==> config.mk <==
export PLATFORM = sky130hd
export DESIGN_NAME = dsc_capture
export DESIGN_NICKNAME = d
export VERILOG_FILES = /design/src/hw/dsc_pkg.sv /design/src/hw/dsc_capture.sv
export SDC_FILE = /design/constraint.sdc
export NUM_CORES = 1
export LEC_CHECK = 0
export BUFFER_PORTS_ARGS = -buffer_cell sky130_fd_sc_hd__clkbuf_2
export CAP_MARGIN = 20
export CORE_MARGIN = 2
export CORE_UTILIZATION = 46
export CTS_CLUSTER_SIZE = 16
export DETAILED_ROUTE_END_ITERATION = 10
export PLACE_DENSITY_LB_ADDON = 0.3
export SLEW_MARGIN = 20
export SYNTH_ARGS = -nofsm -noshare
export SYNTH_HDL_FRONTEND = slang
export SYNTH_SLANG_ARGS = --single-unit
==> constraint.sdc <==
create_clock -name clk -period 6.16 [get_ports clk]
set_input_delay 1.848 -clock clk [delete_from_list [all_inputs] [get_ports clk]]
set_output_delay 1.848 -clock clk [all_outputs]
set_load 0.1 [all_outputs]
==> src/hw/dsc_pkg.sv <==
// Package of constants for the burst SRAM clock and command capture block.
package dsc_pkg;
   localparam int DATA_W     = 18;
   localparam int ADDR_W     = 20;
   localparam int BURST_LEN  = 2;
   localparam int CLK_MHZ    = 50;
   localparam int LINK_NS    = 160;
   localparam int LINK_CYC   = (LINK_NS * CLK_MHZ) / 1000;
   localparam logic [3:0] SYNC_RST = 4'hA;  // Idle levels of c_n, c, k_n, k, so reset leaves no false edge.
   localparam logic [ADDR_W-1:0] ADDR_RST = 20'h00000;
   localparam logic [DATA_W-1:0] DATA_RST = 18'h00000;
   typedef enum logic [1:0] {DSC_IDLE = 2'h0, DSC_WR_BEAT = 2'h1, DSC_RD_BEAT = 2'h2} dsc_state_t;
endpackage

==> src/hw/dsc_capture.sv <==
// Clock sampling, command capture, write data capture and read data launch for a burst SRAM port.
`timescale 1ns/1ns
module dsc_capture
(
   input  wire logic                        clk,
   input  wire logic                        sys_rst,
   input  wire logic                        k_clk,
   input  wire logic                        k_clk_n,
   input  wire logic                        c_clk,
   input  wire logic                        c_clk_n,
   input  wire logic                        single_clk_mode,
   input  wire logic                        load_strobe_n,
   input  wire logic                        rd_wr_sel,
   input  wire logic [dsc_pkg::ADDR_W-1:0]  addr,
   input  wire logic [dsc_pkg::DATA_W-1:0]  dq_in,
   input  wire logic [dsc_pkg::DATA_W-1:0]  rd_word0,
   input  wire logic [dsc_pkg::DATA_W-1:0]  rd_word1,
   output logic                             cmd_valid,
   output logic                             cmd_read,
   output logic [dsc_pkg::ADDR_W-1:0]       cmd_addr,
   output logic                             wr_valid,
   output logic                             wr_beat,
   output logic [dsc_pkg::DATA_W-1:0]       wr_data,
   output logic [dsc_pkg::DATA_W-1:0]       dq_out,
   output logic                             dq_oe
);

   ////////////////////////////////////////////////////////////////////////////////
   // Input synchronisers.

   logic [3:0]                  clk_s1_reg;
   logic [3:0]                  clk_s2_reg;
   logic [3:0]                  clk_s3_reg;
   logic                        ld_s1_reg, ld_s2_reg;
   logic                        rw_s1_reg, rw_s2_reg;
   logic                        mode_s1_reg, mode_s2_reg;
   logic [dsc_pkg::ADDR_W-1:0]  a_s1_reg, a_s2_reg;
   logic [dsc_pkg::DATA_W-1:0]  d_s1_reg, d_s2_reg;
   logic [3:0]                  rise;

   // Every pin passes two flops; the third clock stage only serves edge detection.
   always_ff @(posedge clk or posedge sys_rst)
   begin
      if (sys_rst)
      begin
         clk_s1_reg  <= dsc_pkg::SYNC_RST;  // Idle pin levels, or k_n and c_n would show a rise.
         clk_s2_reg  <= dsc_pkg::SYNC_RST;
         clk_s3_reg  <= dsc_pkg::SYNC_RST;
         ld_s1_reg   <= 1'b1;
         ld_s2_reg   <= 1'b1;
         rw_s1_reg   <= 1'b0;
         rw_s2_reg   <= 1'b0;
         mode_s1_reg <= 1'b0;
         mode_s2_reg <= 1'b0;
         a_s1_reg    <= dsc_pkg::ADDR_RST;
         a_s2_reg    <= dsc_pkg::ADDR_RST;
         d_s1_reg    <= dsc_pkg::DATA_RST;
         d_s2_reg    <= dsc_pkg::DATA_RST;
      end
      else
      begin
         clk_s1_reg  <= {c_clk_n, c_clk, k_clk_n, k_clk};
         clk_s2_reg  <= clk_s1_reg;
         clk_s3_reg  <= clk_s2_reg;
         ld_s1_reg   <= load_strobe_n;
         ld_s2_reg   <= ld_s1_reg;
         rw_s1_reg   <= rd_wr_sel;
         rw_s2_reg   <= rw_s1_reg;
         mode_s1_reg <= single_clk_mode;
         mode_s2_reg <= mode_s1_reg;
         a_s1_reg    <= addr;
         a_s2_reg    <= a_s1_reg;
         d_s1_reg    <= dq_in;
         d_s2_reg    <= d_s1_reg;
      end
   end

   // Rising edge of each clock pin, bit order k, k_n, c, c_n.
   genvar gi;
   generate
      for (gi = 0; gi < 4; gi++)
      begin : g_rise
         assign rise[gi] = clk_s2_reg[gi] & ~clk_s3_reg[gi];
      end
   endgenerate

   logic k_rise, kn_rise, lp_rise, ln_rise;
   assign k_rise  = rise[0];
   assign kn_rise = rise[1];
   assign lp_rise = mode_s2_reg ? rise[0] : rise[2];
   assign ln_rise = mode_s2_reg ? rise[1] : rise[3];

   ////////////////////////////////////////////////////////////////////////////////
   // Command capture on the positive input clock only.

   dsc_pkg::dsc_state_t state_reg;
   logic                rd_pend_reg;

   // A new access is only ever opened on a positive input clock rise.
   always_ff @(posedge clk or posedge sys_rst)
   begin
      if (sys_rst)
      begin
         cmd_valid <= 1'b0;
         cmd_read  <= 1'b0;
         cmd_addr  <= dsc_pkg::ADDR_RST;
      end
      else
      begin
         cmd_valid <= k_rise & ~ld_s2_reg;
         if (k_rise & ~ld_s2_reg)
         begin
            cmd_read <= rw_s2_reg;
            cmd_addr <= a_s2_reg;
         end
      end
   end

   // Burst sequencer: a write takes the capture at its own command rise and the next one, a read the next two launches.
   always_ff @(posedge clk or posedge sys_rst)
   begin
      if (sys_rst)
         state_reg <= dsc_pkg::DSC_IDLE;
      else
      begin
         unique case (state_reg)
            dsc_pkg::DSC_IDLE:
            begin
               if (k_rise & ~ld_s2_reg)
                  state_reg <= rw_s2_reg ? dsc_pkg::DSC_RD_BEAT : dsc_pkg::DSC_WR_BEAT;
            end
            dsc_pkg::DSC_WR_BEAT:
            begin
               if (kn_rise)
                  state_reg <= dsc_pkg::DSC_IDLE;      // Second word taken, burst of two done.
            end
            dsc_pkg::DSC_RD_BEAT:
            begin
               if (ln_rise & rd_pend_reg)
                  state_reg <= dsc_pkg::DSC_IDLE;
            end
            default:
               state_reg <= dsc_pkg::DSC_IDLE;
         endcase
      end
   end

   ////////////////////////////////////////////////////////////////////////////////
   // Write data capture, both input clocks.

   // Word 0 follows the command's own rise, word 1 the next negative clock rise.
   always_ff @(posedge clk or posedge sys_rst)
   begin
      if (sys_rst)
      begin
         wr_valid <= 1'b0;
         wr_beat  <= 1'b0;
         wr_data  <= dsc_pkg::DATA_RST;
      end
      else
      begin
         wr_valid <= 1'b0;
         if ((state_reg == dsc_pkg::DSC_IDLE & k_rise & ~ld_s2_reg & ~rw_s2_reg)
            | (state_reg == dsc_pkg::DSC_WR_BEAT & kn_rise))
         begin
            wr_valid <= 1'b1;
            wr_beat  <= kn_rise;
            wr_data  <= d_s2_reg;
         end
      end
   end

   ////////////////////////////////////////////////////////////////////////////////
   // Read data launch on the output clocks, or input clocks in single clock mode.

   // The first launch rise sends word 0; the next negative rise sends word 1 and ends the read.
   always_ff @(posedge clk or posedge sys_rst)
   begin
      if (sys_rst)
      begin
         dq_out      <= dsc_pkg::DATA_RST;
         dq_oe       <= 1'b0;
         rd_pend_reg <= 1'b0;
      end
      else if (state_reg == dsc_pkg::DSC_RD_BEAT)
      begin
         if (lp_rise & ~rd_pend_reg)
         begin
            dq_out      <= rd_word0;
            dq_oe       <= 1'b1;
            rd_pend_reg <= 1'b1;
         end
         else if (ln_rise & rd_pend_reg)
            dq_out      <= rd_word1;
      end
      else
      begin
         if (lp_rise | ~rd_pend_reg)
            dq_oe       <= 1'b0;
         // A fresh command re-arms word 0 even while the last word still stands, because the
         // output clocks may lag the input clocks past the next command.
         if (lp_rise | ~rd_pend_reg | (k_rise & ~ld_s2_reg))
            rd_pend_reg <= 1'b0;
      end
   end

   ////////////////////////////////////////////////////////////////////////////////
   // Assertions.

   a_cmd_on_k_rise: assert property (@(posedge clk) disable iff (sys_rst)
      cmd_valid |-> $past(k_rise) && !$past(ld_s2_reg))
      else $error("Command opened without a positive clock rise.");

   a_cmd_dir_taken: assert property (@(posedge clk) disable iff (sys_rst)
      cmd_valid |-> cmd_read == $past(rw_s2_reg))
      else $error("Command direction does not match the select.");

   a_cmd_addr_taken: assert property (@(posedge clk) disable iff (sys_rst)
      cmd_valid |-> cmd_addr == $past(a_s2_reg))
      else $error("Command address not captured on the rise.");

   a_wr_beat_edge: assert property (@(posedge clk) disable iff (sys_rst)
      wr_valid |-> (wr_beat ? $past(kn_rise) : $past(k_rise)))
      else $error("Write word captured on the wrong clock.");

   a_oe_only_read: assert property (@(posedge clk) disable iff (sys_rst)
      $rose(dq_oe) |-> $past(state_reg) == dsc_pkg::DSC_RD_BEAT && $past(lp_rise))
      else $error("Read outputs enabled without a launch rise.");

   a_single_k_launch: assert property (@(posedge clk) disable iff (sys_rst)
      $rose(dq_oe) && $past(mode_s2_reg) |-> $past(rise[0]))
      else $error("Single clock mode launch not on input clock.");

   a_wr_burst_two: assert property (@(posedge clk) disable iff (sys_rst)
      wr_valid && wr_beat |-> state_reg == dsc_pkg::DSC_IDLE)
      else $error("Write burst did not end after two words.");

   a_rd_release: assert property (@(posedge clk) disable iff (sys_rst)
      dq_oe && state_reg == dsc_pkg::DSC_IDLE && lp_rise |=> !dq_oe)
      else $error("Read outputs not released when idle.");

endmodule

Yosys cells after proc, flatten, opt, wreduce, memory -nomap -nowiden
Index checks and enable logic that the tools add are counted.
{"block": "word_totals", "register_bits": 158, "input_bits": 83, "out_inout_bits": 61, "word_cells": 73}
{"block": "classes", "eq_ne": 6, "muxes": 15, "bitwise": 21, "reduce_logical": 8}
{"operator": "18-bit 2-to-1 mux", "n": 2}
{"operator": "1-bit bitwise AND", "n": 11}
{"operator": "1-bit 2-to-1 mux", "n": 8}
{"operator": "2-bit 2-to-1 mux", "n": 4}
{"operator": "1-bit NOT", "n": 7}
{"operator": "2-bit inequality test, second input constant", "n": 3}
{"operator": "2-bit case mux with 3 select lines", "n": 1}
{"operator": "2-bit AND reduction", "n": 3}
{"operator": "2-bit nonzero test", "n": 3}
{"operator": "1-bit OR", "n": 3}
{"operator": "3-bit AND reduction", "n": 1}
{"operator": "2-bit by 1-bit == test with 1-bit output, second input constant", "n": 1}
{"operator": "2-bit == test, second input constant", "n": 1}
{"operator": "2-bit logical NOT", "n": 1}
{"operator": "2-bit by 1-bit inequality test with 1-bit output, second input constant", "n": 1}

Longest topological paths before layout
{"block": "logic_depth", "word_depth": 7, "mapped_depth": 6, "depth_no_buf": 5}

Least setup slack after synthesis
Ideal clock, no wire load.
{"block": "synth_timing", "kind": "reg2out", "start": "register wr_beat", "end": "output wr_beat", "arrival_time_ps": 913, "required_time_ps": 4312, "setup_slack_ps": 3399, "path_stages_with_launch": 1, "n_path_buf": 0, "path_cell_list": "dfrtp_1"}
{"element": "from (decl)", "line": "dsc_capture.sv:22", "source": "output logic wr_beat,"}
{"element": "from (signal assigned)", "line": "dsc_capture.sv:167", "source": "wr_beat <= kn_rise;"}
No word-level cell between the ends.

Final worst setup path
{"block": "layout_timing", "start": "register cmd_addr[16] (netlist bit)", "end": "output cmd_addr[16] (netlist bit)"}
{"element": "from (decl)", "line": "dsc_capture.sv:20", "source": "output logic [dsc_pkg::ADDR_W-1:0] cmd_addr,"}
{"element": "from (signal assigned)", "line": "dsc_capture.sv:106", "source": "cmd_addr <= dsc_pkg::ADDR_RST;"}
{"element": "from (signal assigned)", "line": "dsc_capture.sv:114", "source": "cmd_addr <= a_s2_reg;"}
No word-level cell between the ends.

==> out/qor.txt <==
outcome - complete, no violations
Chip Width - 108 um
Pleak - 0.00319 uW
Flop pwr share - 35.0%
routability cong. - 0.704
Die Area - 11700 um^2
via count - 2915
post-DP HPWL - 5730 um
synthesis-stage register bit count - 158
count of cells resized by post-cts repair - 0
Slew HR - 35.2%
crit path DAT - 1.36 ns
worst path cell trace - clkbuf_2
RSZ-0062 raised after global routing - false
Iter 0 DRT Violations - 80
Internal Power - 2040 uW
Hold Violations, Final - 0
Synth cell types - 30
Via density - 4.67
sw power - 1730 uW
fin crit period - 3.20 ns
row count - 38
IR drop worst, VDD - 0.402 mV
DR WL/cell - 13.6 um
cell family with most CP delay - buffers and inverters
Area contributors post-synth - dfrtp_1 75%, nand2_1 4.9%, dfstp_2 4.2%, a2bb2oi_1 3.2%, mux2_4 2.7%
Post-synth ARST share - 100%
Post-Route M1 WL - 3530 um
syn nets - 404
Nets - 554
CTS sink count - 158
EDFF count, synth - 0
slowest cell on the critical path - clkbuf_2
final antenna-violating net count - 0
Fin Clk Skew - 0.00992 ns
Post-Syn Instances - 321
root buf cell - clkbuf_8
Post-CTS Setup Bufs - 0
max cap viols - 0
clk buf depth - 2
syn_area_per_cell - 15.5 um^2
Yosys top cell area share - 75.3%
Setup CP Type - reg2out
final setup fails - 0
Comb pwr share - 39.7%
largest net degree at the start of global routing - 61
Power per Cell Area - 589 nW/um^2
highest metal used - met4
CP bufs+invs - 1
layout cells sized above 1 - 43.2%
commonest cells after routing, fill and taps aside - 150 x dfrtp_1, 143 x clkbuf_2, 65 x nand2_1
slew of the pin with the lowest slew margin - 0.969 ns
clk slew on worst S/H paths - 0.06 ns
sequential area share after synthesis - 79.5%
startpoint types - flop
clock power share - 25.3%
Die Ht - 108 um
Worst setup EP type - output pin
Residual DRC - 0
Num CTS Buffers - 17
Switching Share - 45.8%
Hold Slack - 0.346 ns
Post-Route WL - 8480 um
Initial DRT Pass Iterations - 4
gr ovfl total - 0
Final TNS setup - 0 ns
Post-Syn Area - 4990 um^2
Max H-tree Level - 4
IO Count - 144
I/O Buffers - 143
post-synth top area cell - dfrtp_1
CP Data Required Time - 4.31 ns
first-pass GRT wire length - 13500 um
Antenna Cells - 0
core area - 10700 um^2
cts hold-fix bufs - 0
Max Slew Vio Count - 0
Clock Latency Late Sink - 0.51 ns
slowest stage delay, CP - 0.47 ns
Area Growth Syn to Fin - 28.3%
synth warn - 0
Initial Util - 46.6%
initial antenna violation count - 0
vias in the first global route - 2875
worst hold path type - reg2reg
fmax - 0.312 GHz
ys flop type - dfrtp_1
GRT Total Usage - 15.5%
met3 WL post-DR - 636 um
most common cell after layout, fill and taps aside - dfrtp_1
Met2 Routed Length - 4230 um
TritonCTS clock tree - yes
final period utilization - 52.0%
worst-path maximum fanout - 2
-- power by group through the flow --
stage | clock network, uW | registers, uW | logic, uW
floorplan | 0 | 2370 | 224
global placement | 0 | 1330 | 1490
detailed placement | 0 | 1340 | 1510
CTS | 981 | 1320 | 1510
global route | 1030 | 1340 | 1550
finish | 952 | 1320 | 1500
-- cell type report --
| class | instances | area, um^2 |
|---|---|---|
| Tap cell | 140 | 175 |
| Inverter | 4 | 20.0 |
| Fill cell | 846 | 4300 |
| Clock buffer | 22 | 473 |
| Timing Repair Buffer | 145 | 731 |
| Sequential cell | 158 | 3960 |
| Multi-Input combinational cell | 145 | 945 |
| Clock inverter | 10 | 87.6 |
-- per-stage QoR --
| stage | total power, uW | instance area [um^2] | std cells | setup WS (ns) | utilization (%) |
|---|---|---|---|---|---|
| 6_report | 3770 | 6390 | 624 | 2.96 | 59.8 |
| 2_1_floorplan | 2600 | 4990 | 321 | 0.0620 | - |
| 5_1_grt | 3920 | 6390 | 624 | 2.90 | 59.8 |
| 4_1_cts | 3810 | 6390 | 624 | 2.92 | 59.8 |
| 3_5_place_dp | 2840 | 5830 | 592 | 3.11 | 54.5 |
| 3_3_place_gp | 2820 | 5830 | 592 | 3.16 | 54.5 |
-- worst paths after layout --
path	from	end	slack (ns)	cells after the start
max	cmd_addr[16]	cmd_addr[16]	2.96	1
min	d_s1_reg[15]	d_s2_reg[15]	0.35	0
max reg2reg	ld_s2_reg	wr_data[12]	3.37	4
min reg2reg	d_s1_reg[15]	d_s2_reg[15]	0.35	0
max in group asynchronous	sys_rst	cmd_addr[15]	3.72	3
min in group asynchronous	sys_rst	a_s1_reg[1]	1.35	2
-- Yosys cell counts, drive strengths merged, types with 3 or more instances --
library cell	instances
a21oi	5
buf	3
dfrtp	150
o22ai	18
dfstp	8
clkbuf	11
mux2	18
inv	4
a2bb2oi	18
a31oi	3
nand2	65
-- routing by layer --
layer	vias to the layer above	track usage, %
met3	11	5.24
met4	0	6.87
li1	1392	-
met5	-	0
met1	1405	18.4
met2	107	25.9
-- cells by family after synthesis --
| group | after synthesis | share of synthesized area, % |
|---|---|---|
| AO/OA/AOI/OAI | 48 | 7.20 |
| buffers and inverters | 18 | 1.73 |
| flip-flops | 158 | 79.5 |
| multiplexers | 18 | 4.74 |
| AND/OR/NAND/NOR | 79 | 6.83 |
(Power assumes the default switching activity.)
